## src/ebabe_regs.vh

```
// Constants for the external bus address and byte-enable block.
// Assumes inclusion by bare name from design files in the same folder.
`ifndef EBABE_REGS_VH
`define EBABE_REGS_VH
`define EBABE_INT_ADDR_W     24
`define EBABE_EXT_ADDR_W     20
`define EBABE_LOW_ADDR_W     16
`define EBABE_UP_ADDR_W      4
`define EBABE_RESET_FETCH    24'hFF2080
`define EBABE_EXT_MASK       24'h0FFFFF
`define EBABE_CFG_BYTE_EN    2
`define EBABE_CFG_RESET      8'h04
`define EBABE_DATA_W         16
`define EBABE_BYTE_W         8
`endif

```

## src/ebabe_bus.v

```verilog
// External bus address output, address latch strobe and byte enables.
// Assumes cycle requests are synchronous to clk and held until done.
// Port values for the shared pins arrive ready-made from outside.
//
// Contract
// - Hold address bits 0-15 whole cycle
// - Hold address bits 16-19 whole cycle
// - Only low 20 of 24 bits leave
// - Fetch starts at FF2080H after reset
// - Multiplexed: address on shared lines first
// - Data phase carries 8 or 16 bits
// - Latch strobe only on external cycles
// - Latch strobe marks cycle start, valid address
// - Upper enable low for word/high-byte access on a 16-bit bus; held high on an 8-bit bus
// - Lanes decoded from access width and bit 0
// - Config bit 2 picks enable or write strobe
// - Upper address shares pins with extended port
`timescale 1ns/1ps
`include "ebabe_regs.vh"
module ebabe_bus #(
   parameter CFG_W = 8
) (
   // Clock and reset
   input  wire                          clk,
   input  wire                          reset_n,
   // Core request
   input  wire                          req,
   input  wire [`EBABE_INT_ADDR_W-1:0]  req_addr,
   input  wire                          req_write,
   input  wire                          req_word,
   input  wire                          req_bus16,
   input  wire                          req_muxed,
   input  wire                          req_external,
   input  wire [`EBABE_DATA_W-1:0]      req_wdata,
   input  wire [CFG_W-1:0]              chip_config_reg_zero,
   // Port functions of the shared pins
   input  wire [`EBABE_UP_ADDR_W-1:0]   extended_port_out,
   input  wire [`EBABE_LOW_ADDR_W-1:0]  gp_port_out,
   // Core answer
   output reg                           done,
   output reg  [`EBABE_DATA_W-1:0]      rdata,
   output reg  [`EBABE_INT_ADDR_W-1:0]  fetch_addr,
   // External pins
   output reg  [`EBABE_LOW_ADDR_W-1:0]  sys_addr_low,
   output reg  [`EBABE_UP_ADDR_W-1:0]   addr_upper_nibble,
   input  wire [`EBABE_DATA_W-1:0]      muxed_addr_data_lines_in,
   output reg  [`EBABE_DATA_W-1:0]      muxed_addr_data_lines_out,
   output reg  [`EBABE_DATA_W-1:0]      muxed_addr_data_lines_oe,
   output reg                           ale,
   output reg                           upper_byte_enable_n,
   output reg                           high_byte_write_strobe_n,
   output reg                           byte_pin_n
);
   // ******************************
   // Cycle sequencer
   // ******************************
   // Fixed four-clock external cycle with no wait states: slow memory
   // must answer within the single data clock.
   localparam ST_IDLE = 2'b00;
   localparam ST_ADDR = 2'b01;
   localparam ST_DATA = 2'b10;
   localparam ST_END  = 2'b11;
   // Zero bits added when the external address returns to the core
   localparam PAD_W   = `EBABE_INT_ADDR_W - `EBABE_EXT_ADDR_W;

   reg  [1:0]                    state_reg;
   reg  [1:0]                    state_next;
   // Attributes are sampled once, at the take edge
   reg  [`EBABE_EXT_ADDR_W-1:0]  addr_reg;
   reg                           write_reg;
   reg                           lane_lo_reg;
   reg                           lane_hi_reg;
   reg  [`EBABE_DATA_W-1:0]      wdata_reg;
   wire                          lane_lo;
   wire                          lane_hi;
   wire                          sel_byte_en;

   // Lanes decoded straight from the request, ready at the take edge
   ebabe_lane_dec u_dec (
      .bus16     (req_bus16),
      .word      (req_word),
      .a0        (req_addr[0]),
      .lane_low  (lane_lo),
      .lane_high (lane_hi)
   );

   // Software may change the pin function between cycles
   assign sel_byte_en = chip_config_reg_zero[`EBABE_CFG_BYTE_EN];

   // ******************************
   // Lane decoding
   // ******************************
   // One enable bit per data line. The same mask drives the write lanes
   // and gates the read data, so both agree on which bytes are live.
   function [`EBABE_DATA_W-1:0] lane_mask;
      input lo;
      input hi;
      begin
         lane_mask = {{`EBABE_BYTE_W{hi}}, {`EBABE_BYTE_W{lo}}};
      end
   endfunction

   always @* begin
      state_next = state_reg;
      case (state_reg)
         ST_IDLE: begin
            // Requests arriving mid-cycle wait until idle
            if (req && req_external) begin
               state_next = ST_ADDR;
            end
         end
         ST_ADDR: state_next = ST_DATA;
         ST_DATA: state_next = ST_END;
         ST_END:  state_next = ST_IDLE;
         default: state_next = ST_IDLE;
      endcase
   end

   // ******************************
   // Registers and pins
   // ******************************
   always @(posedge clk) begin
      if (!reset_n) begin
         state_reg                 <= ST_IDLE;
         addr_reg                  <= {`EBABE_EXT_ADDR_W{1'b0}};
         write_reg                 <= 1'b0;
         lane_lo_reg               <= 1'b0;
         lane_hi_reg               <= 1'b0;
         wdata_reg                 <= {`EBABE_DATA_W{1'b0}};
         done                      <= 1'b0;
         rdata                     <= {`EBABE_DATA_W{1'b0}};
         fetch_addr                <= `EBABE_RESET_FETCH;
         sys_addr_low              <= {`EBABE_LOW_ADDR_W{1'b0}};
         addr_upper_nibble         <= {`EBABE_UP_ADDR_W{1'b0}};
         muxed_addr_data_lines_out <= {`EBABE_DATA_W{1'b0}};
         muxed_addr_data_lines_oe  <= {`EBABE_DATA_W{1'b0}};
         ale                       <= 1'b0;
         upper_byte_enable_n       <= 1'b1;
         high_byte_write_strobe_n  <= 1'b1;
      end else begin
         state_reg <= state_next;
         // Strobes default low, so each lasts exactly one clock
         done      <= 1'b0;
         ale       <= 1'b0;
         case (state_reg)
            ST_IDLE: begin
               high_byte_write_strobe_n <= 1'b1;
               if (req && !req_external) begin
                  // Internal access: no strobe, pins stay as ports
                  done <= 1'b1;
               end
               if (req && req_external) begin
                  // Drop bits 23..20; external space is one megabyte
                  addr_reg <= req_addr[`EBABE_EXT_ADDR_W-1:0];
                  write_reg   <= req_write;
                  lane_lo_reg <= lane_lo;
                  lane_hi_reg <= lane_hi;
                  wdata_reg   <= req_wdata;
                  sys_addr_low <=
                     req_addr[`EBABE_LOW_ADDR_W-1:0];
                  addr_upper_nibble <=
                     req_addr[`EBABE_EXT_ADDR_W-1:`EBABE_LOW_ADDR_W];
                  ale <= 1'b1;
                  if (req_muxed) begin
                     muxed_addr_data_lines_out <=
                        req_addr[`EBABE_LOW_ADDR_W-1:0];
                     muxed_addr_data_lines_oe <= {`EBABE_DATA_W{1'b1}};
                  end else begin
                     muxed_addr_data_lines_oe <= {`EBABE_DATA_W{1'b0}};
                  end
                  // Enable low for word or high-byte lanes
                  upper_byte_enable_n <= ~lane_hi;
               end else begin
                  // Shared pins fall back to port functions
                  addr_upper_nibble <= extended_port_out;
                  muxed_addr_data_lines_out <= gp_port_out;
                  upper_byte_enable_n <= 1'b1;
               end
            end
            ST_ADDR: begin
               // Data phase: drive lanes on write, release on read
               muxed_addr_data_lines_out <= wdata_reg;
               muxed_addr_data_lines_oe <= write_reg ?
                  lane_mask(lane_lo_reg, lane_hi_reg) :
                  {`EBABE_DATA_W{1'b0}};
               high_byte_write_strobe_n <= ~(write_reg && lane_hi_reg);
            end
            ST_DATA: begin
               // Sample the far side at the end of the data clock
               // Lanes not in use read back as zero
               rdata <= muxed_addr_data_lines_in &
                  lane_mask(lane_lo_reg, lane_hi_reg);
            end
            ST_END: begin
               // Release the lines before the next address phase
               high_byte_write_strobe_n <= 1'b1;
               muxed_addr_data_lines_oe <= {`EBABE_DATA_W{1'b0}};
               done       <= 1'b1;
               // Report the external address back to the core
               fetch_addr <= {{PAD_W{1'b0}}, addr_reg};
            end
            default: ;
         endcase
      end
   end

   // ******************************
   // Shared byte pin
   // ******************************
   // The pin follows its source one clock late, so a board that samples
   // it with the address strobe sees the previous cycle's value.
   always @(posedge clk) begin
      if (!reset_n) begin
         byte_pin_n <= 1'b1;
      end else if (sel_byte_en) begin
         byte_pin_n <= upper_byte_enable_n;
      end else begin
         byte_pin_n <= high_byte_write_strobe_n;
      end
   end
endmodule

```

## src/ebabe_lane_dec.v

```verilog
// Byte-lane decoder: access width and address bit 0 to lane enables.
// Assumes the caller registers the outputs.
`timescale 1ns/1ps
module ebabe_lane_dec (
   // Access description
   input  wire       bus16,
   input  wire       word,
   input  wire       a0,
   // Lane enables, active high
   output reg        lane_low,
   output reg        lane_high
);
   always @* begin
      if (!bus16) begin
         lane_low  = 1'b1;
         lane_high = 1'b0;
      end else if (word) begin
         lane_low  = 1'b1;
         lane_high = 1'b1;
      end else begin
         lane_low  = ~a0;
         lane_high = a0;
      end
   end
endmodule

```

## config.mk

```make
export PLATFORM = sky130hd
export DESIGN_NAME = ebabe_bus
export DESIGN_NICKNAME = d
export VERILOG_FILES = /design/src/ebabe_bus.v /design/src/ebabe_lane_dec.v
export VERILOG_INCLUDE_DIRS = /design/src
export SDC_FILE = /design/constraint.sdc
export NUM_CORES = 1
export LEC_CHECK = 0
export BUFFER_PORTS_ARGS = -buffer_cell sky130_fd_sc_hd__buf_4
export CELL_PAD_IN_SITES_DETAIL_PLACEMENT = 2
export CELL_PAD_IN_SITES_GLOBAL_PLACEMENT = 2
export CORE_ASPECT_RATIO = 2
export CORE_MARGIN = 5
export CORE_UTILIZATION = 30
export DETAILED_ROUTE_END_ITERATION = 12
export PLACE_DENSITY = 0.91
export SETUP_SLACK_MARGIN = 0.1
export SLEW_MARGIN = 20
export SYNTH_ARGS = -nofsm -noshare
export SYNTH_HDL_FRONTEND = slang
export SYNTH_SLANG_ARGS = --single-unit
```

## constraint.sdc

```tcl
create_clock -name clk -period 3.3 [get_ports clk]
set_input_delay 0.165 -clock clk [delete_from_list [all_inputs] [get_ports clk]]
set_output_delay 0.165 -clock clk [all_outputs]
set_load 0.02 [all_outputs]
```

== Yosys cells after proc, flatten, opt, wreduce, memory -nomap -nowiden ==
Cells that the tools add are included.
Cells by class
  multiplexer cells: 20
  reductions and logical operators: 13
  bitwise logic cells: 4
  equality and inequality tests: 5
Operator list (number)
  $mux W16: 5
  $pmux W16 S3: 1
  $pmux W16 S2: 1
  $and A16 B16 Y16: 1
  $mux W1: 8
  $pmux W2 S4: 1
  $reduce_and A2 Y1: 4
  $eq A2 B2 Y1 const B: 2
  $mux W4: 1
  $pmux W1 S2: 2
  $reduce_bool A2 Y1: 2
  $logic_and A1 B1 Y1: 3
  $ne A3 B3 Y1 const B: 1
  $not A1 Y1: 3
  $reduce_bool A3 Y1: 1
  $eq A2 B1 Y1 const B: 1
  $logic_not A2 Y1: 1
  $mux W2: 1
  $ne A2 B2 Y1 const B: 1
  $reduce_or A2 Y1: 1
  $logic_not A1 Y1: 1
Word-level totals
  output and inout port bits: 97
  word-level logic and storage cells: 59
  register bits: 138
  bits of input ports: 92

== Logic depth before layout (Yosys ltp) ==
Gate-level depths: netlist (run 1).
  depth after elaboration: 4
  gate-level depth with buffers: 8
  mapped depth without buffers: 6

== By module ==
From an unflattened synthesis (run 1), not the netlist that was laid out.
Second synthesis, totals
  cells, all modules: 521
  area, all modules: 4853.4 µm²
By module, submodules not included
  ebabe_bus: sequential area each 2102.0 µm², cells an instance 519, area each 4838.4 µm², times used 1
  ebabe_lane_dec: sequential area each 0.0 µm², cells an instance 2, area each 15.0 µm², times used 1

== Worst setup path before layout (run 1) ==
No wires, ideal clock.
  kind: reg-to-reg
  start: reg state_reg[0]
  end: reg lane_lo_reg
  clock period less this slack: 1.485 ns
  required time: 3.184 ns
  path buffers: 3
  library setup time: 0.116 ns
  stages on the path, launching flop included: 8
  setup slack: 1.815 ns
  data arrival time: 1.369 ns
  cell sequence: dfxtp_1 > inv_1 > ha_1 > buf_4 > and3_1 > buf_2 > buf_2 > o211a_1
Between the ends
  word-level cells in the longest chain between the ends: 2
RTL lines
  start, declared: RTL line ebabe_bus.v:66  | reg [1:0] state_reg;
  start signal, assigned: RTL line ebabe_bus.v:141  | state_reg <= state_next;
  $logic_not A2 Y1: RTL line ebabe_bus.v:145  | case (state_reg)
  $reduce_and A2 Y1 (no source line)
  end signal, assigned: RTL line ebabe_bus.v:156  | lane_lo_reg <= lane_lo;
  end, declared: RTL line ebabe_bus.v:71  | reg lane_lo_reg;
Every way passes these cells.
A chain may end at the register's enable or synchronous reset.

== Final worst setup path (run 1) ==
  start: reg state_reg[0]
  end: reg sys_addr_low[12]
Between the ends
  word-level cells in the longest chain between the ends: 2
RTL lines
  $logic_not A2 Y1: RTL line ebabe_bus.v:145
  $reduce_and A2 Y1 (no source line)
  end signal, assigned: RTL line ebabe_bus.v:133  | sys_addr_low <= {`EBABE_LOW_ADDR_W{1'b0}};
  end signal, assigned: RTL line ebabe_bus.v:159  | sys_addr_low <=
  end, declared: RTL line ebabe_bus.v:44  | output reg [`EBABE_LOW_ADDR_W-1:0] sys_addr_low,
Every way passes these cells.

==> results of run 1 <==
-- cells by family (layout without fill, tap and decap cells) --
| group | Yosys count | in the layout | synth area share |
|---|---|---|---|
| compound gates | 104 | 104 | 0.168 |
| buf+inv | 76 | 202 | 0.101 |
| mux | 39 | 39 | 0.0947 |
| fa+ha+maj | 5 | 5 | 0.0129 |
| simple gates | 189 | 189 | 0.190 |
| flops | 105 | 105 | 0.433 |
| other cells | 0 | 1 | 0 |
-- routing by layer --
| metal | part of all wire | vias to the layer above | GRT usage |
|---|---|---|---|
| li1 | - | 1929 | - |
| met1 | 0.34 | 2006 | 0.170 |
| met2 | 0.57 | 121 | 0.347 |
| met3 | 0.044 | 38 | 0.0297 |
| met4 | 0.052 | 0 | 0.103 |
| met5 | 0 | - | 0 |
-- worst reg2reg max path, cell delays in order, from the launching register on --
cell and delay (ns):
dfxtp_1 0.34, inv_1 0.14, ha_1 0.68, and3_2 0.53, buf_4 0.29, nand2_1 0.10
a21boi_0 0.16
-- final timing paths --
kind                                start          endpoint  slack (ns)  depth (start not counted)
setup / recovery             state_reg[0]  sys_addr_low[12]        0.99                          6
hold reg to reg              wdata_reg[6]      wdata_reg[6]        0.47                          2
setup reg to reg             state_reg[0]  sys_addr_low[12]        0.99                          6
hold / removal    chip_config_reg_zero[2]        byte_pin_n        0.05                          3
-- Yosys cell counts (all sizes together) --
cell type  count  share of area
nor2b         47          0.061
nor3b          2         0.0031
a21oi         17          0.018
ha             5          0.013
o211a          7          0.014
dfxtp        105           0.43
buf           57          0.086
a31oi          4         0.0052
and2           3         0.0039
and3           1         0.0013
a21boi        54          0.084
nand2b        16          0.021
nand3         10          0.010
o21ai          4         0.0049
o211ai        17          0.040
mux2          16          0.047
inv            4         0.0031
clkbuf        15          0.012
o21a           1         0.0031
nand2        108          0.085
nand4b         2         0.0049
mux2i         23          0.047
-- where the power goes --
part,internal (mW),total [mW],switching [mW]
Sequential,1.48,1.63,0.157
Combinational,0.742,1.89,1.14
Clock,0.593,1.09,0.497
-- through the flow --
step / instances / total power [mW]
finish: 846 / 4.61
global route: 846 / 4.86
CTS: 845 / 4.70
detailed placement: 829 / 3.58
global placement: 829 / 3.47
floorplan: 518 / 2.97
-- area by class of cell --
type | count | area share
diodes | 1 | 0.000397
inverters | 4 | 0.00238
well taps | 201 | 0.0399
multi-input cells | 337 | 0.360
clock buffers | 10 | 0.0363
clock inverters | 6 | 0.0105
repair buffers | 182 | 0.217
flip-flops and latches | 105 | 0.334
==> impl_metrics.tcl, run 1 <==
set metrics [dict create \
    outcome "complete, no violations" \
    post-cts-setup-buffer-count 0 \
    numCtsBuffers 9 \
    yosysUniqueCellTypes 30 \
    ctsResizeCount 0 \
    min_period_over_period 0.699 \
    largest_register_ffs 21 \
    largest-register "fetch_addr" \
    synth-seq-cells 105 \
    powerDensity_mw_per_mm2 732 \
    dpl_cell_area_mm2 0.00600 \
    route.final.wire_length_um 17000 \
    yosysWarningCount 0 \
    area.sequential_mm2 0.00210 \
    tightestPinTransition_ns 0.923 \
    crit_path_top_delay_cell "ha_1" \
    clk_transition_reported_paths_ns 0.07 \
    hp-class "in2reg" \
    clock_tree_from_tritoncts "yes" \
    detailed_place_hpwl_um 12800 \
    grt_pass1_vias 4676 \
    ant_nets 0 \
    avgRoutedWirePerCell_um 20.1 \
    post-route-cell-area_mm2 0.00630 \
    ctsRootBufferMaster "clkbuf_16" \
    io_pins 189 \
    hold_worst_slack_ns 0.0477 \
    report.final.setup_viol 0 \
    grt_antenna_before_repair 1 \
    fraction_of_final_layout_cells_sized_beyond_drive_strength_1 0.362 \
    multi_input_gate_area_mm2 0.00227 \
    globalRouteOverflowTotal 0 \
    route.detailed.vias_per_inst 4.84 \
    global_route_wire_length_before_repair_um 26000 \
    drt-initial-drc-count 88 \
    synthCells 518 \
    die_w_um 99.9 \
    cts.path.max_buffers 2 \
    arrival_ns 2.58 \
    timing.setup.critical_path_class "reg2reg" \
    fin_nets 736 \
    slew_violations 0 \
    die_area_mm2 0.0190 \
    final_core_util 0.397 \
    drcViolationCount 0 \
    clock-skew-final_ns 0.00722 \
    timing.max_cap.violations 0 \
    critical_path.max_stage_delay_ns 0.68 \
    worst_setup_path_end_kind "flip-flop" \
    crit_chain "inv_1 -> ha_1 -> and3_2 -> buf_4 -> nand2_1 -> a21boi_0" \
    fp.coreArea_mm2 0.0159 \
    critPathRequiredTime_ns 3.57 \
    gpl.final_weighted_congestion 0.790 \
    largest_net_degree_at_the_start_of_global_routing 106 \
    timing.final.crit_period_ns 2.31 \
    hold_viol 0 \
    htree_num_levels 3 \
    layout_commonest_cell "buf_4" \
    rsz0062_at_grt "no" \
    rows 65 \
    place.port_buffers 177 \
    synthesis.area_mm2 0.00485 \
    global_route.usage.total 0.179 \
    synth_to_final_area_change_pct 29.9 \
    syn_area_per_cell_um2 9.36 \
    worstSkewPairLatency_ns 0.35 \
    layout.filler_cells 1763 \
    worst_setup_path_start_kind "flip-flop" \
    achievable-frequency_mhz 434 \
    path_delay_family "adder cells" \
    detailedRoute.firstPassIterationCount 4 \
    worstPathBufferInverterCount 2 \
    layout_common_cells "buf_4 (182), nand2_1 (107), dfxtp_1 (105)" \
    ctsHoldBuffers 0 \
    setup_slack_ns 0.995 \
    die_h_um 190 \
    leakage_nw 2.72 \
    floorplan.initialDensity 0.306 \
    max_slew_margin 0.384 \
    vdd_drop_max_mv 0.310 \
    syn_nets 615 \
    clock-sinks 105 \
    setup_tns_ns 0 \
    detailedPlace.worstSlack_ns 0.948 \
    vias 4094 \
    critical_path_peak_fanout 19 \
    synth.yosys.seq_area_share 0.433 \
]
No activity file was read; power rests on OpenSTA's default activity.
==> run 2: changes to the inputs <==
--- a/config.mk
+++ b/config.mk
@@ -6,14 +6,15 @@
 export SDC_FILE = /design/constraint.sdc
 export NUM_CORES = 1
 export LEC_CHECK = 0
+export ABC_AREA = 1
 export BUFFER_PORTS_ARGS = -buffer_cell sky130_fd_sc_hd__buf_4
 export CELL_PAD_IN_SITES_DETAIL_PLACEMENT = 2
 export CELL_PAD_IN_SITES_GLOBAL_PLACEMENT = 2
 export CORE_ASPECT_RATIO = 2
 export CORE_MARGIN = 5
-export CORE_UTILIZATION = 30
+export CORE_UTILIZATION = 23
 export DETAILED_ROUTE_END_ITERATION = 12
-export PLACE_DENSITY = 0.91
+export PLACE_DENSITY = 0.84
 export SETUP_SLACK_MARGIN = 0.1
 export SLEW_MARGIN = 20
 export SYNTH_ARGS = -nofsm -noshare
==> constraint.sdc (replaced) <==
create_clock -name clk -period 1.9 [get_ports clk]
set_input_delay 0.095 -clock clk [delete_from_list [all_inputs] [get_ports clk]]
set_output_delay 0.095 -clock clk [all_outputs]
set_load 0.02 [all_outputs]
==> run 2 against run 1 <==
Compared with the run above:
- via count up 18%
- setup slack worse by 0.75 ns
- clock-buffer cell count down 1
- die area up 23%
- final cell count up 27%
- combinational power up 69%
- utilization down 6.9 points
- synthesized area down 4.5%
- first-iteration DRC count up 78%
- global-route usage down 0.96 points
- highest routed layer unchanged
==> impl_metrics.tcl, run 2 <==
set metrics [dict create \
    powerDensity_mw_per_mm2 1270 \
    multi_input_gate_area_mm2 0.00184 \
    fin_nets 903 \
    syn_nets 748 \
    clock-skew-final_ns 0.00974 \
    clock_tree_from_tritoncts "yes" \
    largest_net_degree_at_the_start_of_global_routing 32 \
    detailedPlace.worstSlack_ns 0.226 \
    floorplan.initialDensity 0.233 \
    power.sequential.fraction 0.355 \
    synthesis.area_mm2 0.00463 \
    worst_reg_to_reg_cells 8 \
    achievable-frequency_mhz 606 \
    slew_violations 0 \
    critical_path_peak_fanout 22 \
    min_path_cells 3 \
    setup_slack_ns 0.249 \
    synth-seq-cells 105 \
    timing.max_cap.violations 0 \
    hp-class "in2reg" \
    grt_pass1_vias 5410 \
    report.final.setup_viol 0 \
    worst_setup_path_start_kind "flip-flop" \
    worstSkewPairLatency_ns 0.36 \
    critPathRequiredTime_ns 2.17 \
    ctsRootBufferMaster "clkbuf_16" \
    synth_to_final_area_change_pct 41.3 \
    htree_num_levels 3 \
    synth-edff-count 0 \
    hold_viol 0 \
    leading_cell_types_by_total_area_after_synthesis "dfxtp_1 (45%), nand3_1 (10%), nand2_1 (10%)" \
    avgRoutedWirePerCell_um 18.1 \
    fp.coreArea_mm2 0.0199 \
    rows 73 \
    yosysMostFrequentCell "nand2_1" \
    drt-initial-drc-count 157 \
    ys.flop_type "dfxtp_1" \
    largest-register "fetch_addr" \
    global_route.usage.total 0.169 \
    die_area_mm2 0.0232 \
    outcome "complete, no violations" \
    ys_top_cells_by_count "nand2_1 (124), dfxtp_1 (105), nor2_1 (97)" \
    timing.final.crit_period_ns 1.65 \
    clock-sinks 105 \
    route.final.wire_length_um 19500 \
    layout_commonest_cell "buf_4" \
    fraction_of_final_layout_cells_sized_beyond_drive_strength_1 0.268 \
    tightestPinTransition_ns 0.398 \
    portion_of_total_power_attributed_to_the_clock_network 0.261 \
    arrival_ns 1.93 \
    setup_tns_ns 0 \
    die_h_um 211 \
    layout_common_cells "buf_4 (193), nand2_1 (124), dfxtp_1 (105)" \
    layout.filler_cells 2378 \
    vdd_drop_max_mv 0.468 \
    gpl.final_weighted_congestion 0.759 \
    clk_transition_reported_paths_ns 0.07 \
    timing.setup.critical_path_class "reg2reg" \
    min_period_over_period 0.869 \
    synthDominantCellAreaShare 0.454 \
    comb_power_share 0.384 \
    detailed_place_hpwl_um 14900 \
    global_route_wire_length_before_repair_um 29600 \
    cts.path.max_buffers 2 \
    synthCells 651 \
    yosysWarningCount 0 \
    drcViolationCount 0 \
    leakage_nw 3.22 \
    switching_power_summed_over_all_nets_mw 3.21 \
    globalRouteOverflowTotal 0 \
    place.port_buffers 177 \
    rsz0062_at_grt "no" \
    yosysUniqueCellTypes 23 \
    max_slew_margin 0.735 \
    grt_antenna_before_repair 2 \
    route.detailed.vias_per_inst 4.48 \
    cell_internal_pwr_mw 5.13 \
    ant_nets 0 \
    detailedRoute.firstPassIterationCount 4 \
    numCtsBuffers 9 \
    die_w_um 110 \
    synthDominantAreaCellType "dfxtp_1" \
    syn_area_per_cell_um2 7.12 \
    synth.yosys.seq_area_share 0.454 \
    post-cts-setup-buffer-count 0 \
    largest_register_ffs 21 \
    synth-async-reset-ratio 0 \
    area.sequential_mm2 0.00210 \
    io_pins 189 \
    worst_setup_path_end_kind "flip-flop" \
    vias 4821 \
    p_sw_frac 0.385 \
]
==> run 2: routing by layer <==
| layer | global-route usage | share of wire |
|---|---|---|
| met4 | 0.0642 | 0.027 |
| met5 | 0 | 0 |
| met1 | 0.169 | 0.36 |
| met2 | 0.336 | 0.58 |
| met3 | 0.0260 | 0.033 |
==> run 2: worst paths after layout <==
| check | end | slack, ns | startpoint |
|---|---|---|---|
| setup reg to reg | addr_reg[16] | 0.25 | state_reg[0] |
| hold reg to reg | fetch_addr[16] | 0.46 | fetch_addr[16] |
| hold / removal | rdata[14] | 0.01 | muxed_addr_data_lines_in[14] |
| setup / recovery | addr_reg[16] | 0.25 | state_reg[0] |
==> run 2: area by class of cell <==
class                      instances  share of cell area
antenna                            2            0.000765
clock buffer                       9              0.0344
clock inverter                     7              0.0182
inverter                          65              0.0375
multi-input combinational        410               0.281
sequential                       105               0.321
tap                              262              0.0501
timing repair buffer             215               0.257
==> run 2: timing repair <==
action | 4_1_cts | 5_1_grt
endpoints found under the setup margin | 1 | 2
hold endpoints to repair | 20 | 0
resized for setup | 1 | 1
hold buffers | 20 | 0
==> run 2: per-stage QoR <==
| step | power [mW] | instances | util | hold slack [ns] | area (um2) |
|---|---|---|---|---|---|
| floorplan | 4.93 | 651 | - | 0.195 | 4630 |
| global placement | 6.09 | 1037 | 0.301 | 0.293 | 5990 |
| detailed placement | 6.22 | 1037 | 0.301 | 0.317 | 5990 |
| CTS | 8.50 | 1073 | 0.328 | 0.00334 | 6540 |
| global route | 8.89 | 1075 | 0.329 | 0.00986 | 6550 |
| finish | 8.34 | 1075 | 0.329 | 0.0149 | 6550 |
==> run 2: power by group through the flow <==
stage,registers [mW],logic (mW),clock network (mW)
3_5_place_dp,3.01,3.21,0
6_report,2.96,3.20,2.18
4_1_cts,2.97,3.28,2.25
3_3_place_gp,2.99,3.10,0
2_1_floorplan,3.24,1.69,0
5_1_grt,3.02,3.52,2.34
==> run 2: cells by family after synthesis <==
family / Yosys count / synth area share
adders and majority gates: 5 / 0.0135
and+or+nand+nor: 320 / 0.290
DFF: 105 / 0.454
buffers and inverters: 136 / 0.149
AOI/OAI and AO/OA: 85 / 0.0937
==> run 2: critical path, stage by stage (launching register included) <==
cell	delay (ns)
dfxtp_1	0.39
inv_1	0.10
ha_1	0.23
inv_2	0.19
nor2_8	0.07
inv_2	0.18
buf_12	0.21
nand2_1	0.06
a21oi_1	0.13
==> run 3: changes to the inputs <==
--- a/config.mk
+++ b/config.mk
@@ -14,9 +14,11 @@
 export CORE_MARGIN = 5
 export CORE_UTILIZATION = 23
 export DETAILED_ROUTE_END_ITERATION = 12
+export GPL_TIMING_DRIVEN = 0
 export PLACE_DENSITY = 0.84
 export SETUP_SLACK_MARGIN = 0.1
 export SLEW_MARGIN = 20
 export SYNTH_ARGS = -nofsm -noshare
 export SYNTH_HDL_FRONTEND = slang
+export SYNTH_HIERARCHICAL = 1
 export SYNTH_SLANG_ARGS = --single-unit
==> run 3 against run 2 <==
Compared with the run above:
- die area rose by 2.1%
- flip-flop and latch count did not move
- clock skew fell by 0.0033 ns
- cell area rose by 5.6%
- via count rose by 6.9%
- largest cell class unchanged
- hold slack got worse by 0.00072 ns
- utilization rose by 1.0 points
- synthesized cell count rose by 4.1%
- critical path type unchanged
- largest power group unchanged
- register-to-register slack got worse by 0.05 ns
- first-iteration DRC count rose by 6.4%
==> impl_metrics.tcl, run 3 <==
set metrics [dict create \
    fraction_of_final_layout_cells_sized_beyond_drive_strength_1 0.296 \
    numCtsBuffers 9 \
    hold_worst_slack_ns 0.0141 \
    met2_layer_wire_length_in_the_routed_design_um 11900 \
    timing.final.crit_period_ns 1.70 \
    synthDominantAreaCellType "dfxtp_1" \
    die_w_um 111 \
    arrival_ns 1.95 \
    antenna_cells_inserted 0 \
    gpl.final_weighted_congestion 0.777 \
    min_from "req_addr[15]" \
    tightestPinTransition_ns 0.605 \
    leakage_nw 3.49 \
    syn_area_per_cell_um2 6.99 \
    worst_setup_path_end_kind "flip-flop" \
    fp.coreArea_mm2 0.0204 \
    global_route.usage.total 0.172 \
    yosysMostFrequentCell "nand2_1" \
    htree_num_levels 3 \
    leading_cell_types_by_total_area_after_synthesis "dfxtp_1 (44%), nand3_1 (11%), nand2_1 (9.7%)" \
    die_area_mm2 0.0237 \
    regToRegStartpoint "state_reg[0]" \
    hp-class "in2reg" \
    timing.max_cap.violations 0 \
    detailedRoute.firstPassIterationCount 4 \
    outcome "complete, no violations" \
    achievable-frequency_mhz 587 \
    largest_register_ffs 21 \
    synthDominantCellAreaShare 0.444 \
    ys_top_cells_by_count "nand2_1 (123), nor2_1 (114), dfxtp_1 (105)" \
    cts.path.max_buffers 2 \
    detailed_place_hpwl_um 16400 \
    setup.worst_path.start "state_reg[0]" \
    clock-skew-final_ns 0.00639 \
    clock-sinks 105 \
    slew_violations 0 \
    largest_net_degree_at_the_start_of_global_routing 16 \
    synth-async-reset-ratio 0 \
    grt_antenna_before_repair 0 \
    layout.filler_cells 2472 \
    place.port_buffers 176 \
    route.final.wire_length_um 20700 \
    floorplan.initialDensity 0.233 \
    hold_viol 0 \
    route.detailed.vias_per_inst 4.47 \
    met3_wirelength_um 630 \
    max_slew_margin 0.597 \
    clock_tree_from_tritoncts "yes" \
    worst_setup_path_start_kind "flip-flop" \
    global_route_wire_length_before_repair_um 31400 \
    highest-signal-layer "met4" \
    vias 5154 \
    layout_common_cells "buf_4 (216), nand2_1 (121), nor2_1 (114)" \
    die_h_um 213 \
    worstSkewPairLatency_ns 0.35 \
    min_period_over_period 0.897 \
    critical_path_peak_fanout 10 \
    io_pins 189 \
    powerDensity_mw_per_mm2 1330 \
    synthesis.area_mm2 0.00474 \
    setup_tns_ns 0 \
    ys.flop_type "dfxtp_1" \
    timing.setup.critical_path_class "reg2reg" \
    synthCells 678 \
    synth_to_final_area_change_pct 45.9 \
    layout_commonest_cell "buf_4" \
    fin_nets 982 \
    wirelength_met1_um 7270 \
    drt-initial-drc-count 167 \
    ant_nets 0 \
    critPathRequiredTime_ns 2.14 \
    globalRouteOverflowTotal 0 \
    yosysWarningCount 6 \
    avgRoutedWirePerCell_um 17.9 \
    clk_transition_reported_paths_ns 0.07 \
    drcViolationCount 0 \
    vdd_drop_max_mv 0.477 \
    rsz0062_at_grt "no" \
    yosysUniqueCellTypes 21 \
    grt_pass1_vias 5615 \
    rows 74 \
    syn_nets 775 \
    report.final.setup_viol 0 \
    ctsRootBufferMaster "clkbuf_16" \
    synth.yosys.seq_area_share 0.444 \
    largest-register "fetch_addr" \
    synth-seq-cells 105 \
    synth-edff-count 0 \
]
run 3: cells by family after synthesis:
group / after synthesis / synth area share
buffers and inverters: 142 / 0.150
AO/OA/AOI/OAI: 82 / 0.0869
AND/OR/NAND/NOR: 344 / 0.306
flip-flops: 105 / 0.444
adder cells (fa/ha/maj): 5 / 0.0132
run 3: repair_timing:
item                                    4_1_cts  5_1_grt
gates resized for setup                       3       11
endpoints found under the hold margin        19        0
hold buffers                                 19        0
pin swaps                                     1        0
endpoints found under the setup margin       22       26
setup buffers                                 1        0
run 3: routing by layer:
| metal | GRT usage | up-vias |
|---|---|---|
| met3 | 0.0250 | 34 |
| met5 | 0 | - |
| met2 | 0.344 | 117 |
| met1 | 0.167 | 2491 |
| met4 | 0.0874 | 0 |
| li1 | - | 2512 |
run 3: path summary, 6_finish.rpt:
kind                                      end  slack [ns]  depth (start not counted)
worst min register to register  fetch_addr[7]        0.46                          2
worst max-delay path             wdata_reg[8]        0.20                          9
worst min-delay path             addr_reg[15]        0.01                          3
worst max register to register   wdata_reg[8]        0.20                          9
run 3: per-stage QoR:
| step | total power [mW] | cells | instance area, um2 | utilization | worst slack [ns] |
|---|---|---|---|---|---|
| floorplan | 5.51 | 678 | 4740 | - | 0.506 |
| global route | 9.83 | 1154 | 6910 | 0.339 | 0.0941 |
| CTS | 9.33 | 1154 | 6890 | 0.338 | 0.0973 |
| finish | 9.22 | 1154 | 6910 | 0.339 | 0.197 |
| detailed placement | 7.27 | 1120 | 6390 | 0.314 | -0.0497 |
| global placement | 7.11 | 1120 | 6390 | 0.314 | 0.0110 |
run 3: power breakdown:
part | internal (mW) | total (mW) | switching, mW | leakage (nW)
logic | 1.69 | 4.30 | 2.60 | 2.49
clock network | 1.08 | 1.93 | 0.843 | 0.145
registers | 2.66 | 3.00 | 0.343 | 0.859
total | 5.43 | 9.22 | 3.79 | 3.49
run 3: cell type report:
cell class                      instances  area, um2  share of cell area
Clock buffer                           12        256              0.0371
Clock inverter                          2       38.8             0.00561
Multi-Input combinational cell        431       1930               0.279
Inverter                               67        258              0.0373
Tap cell                              266        333              0.0482
Buffer                                 75        469              0.0679
Sequential cell                       105       2100               0.305
Timing Repair Buffer                  196       1520               0.220
run 3: worst max-delay path: stages (launching register included):
cell and delay (ns):
dfxtp_2 0.34, inv_1 0.10, ha_1 0.23, inv_4 0.10, nor2_4 0.16, inv_2 0.06, buf_4 0.19, buf_6 0.15
nor2_1 0.19, nor2_1 0.07
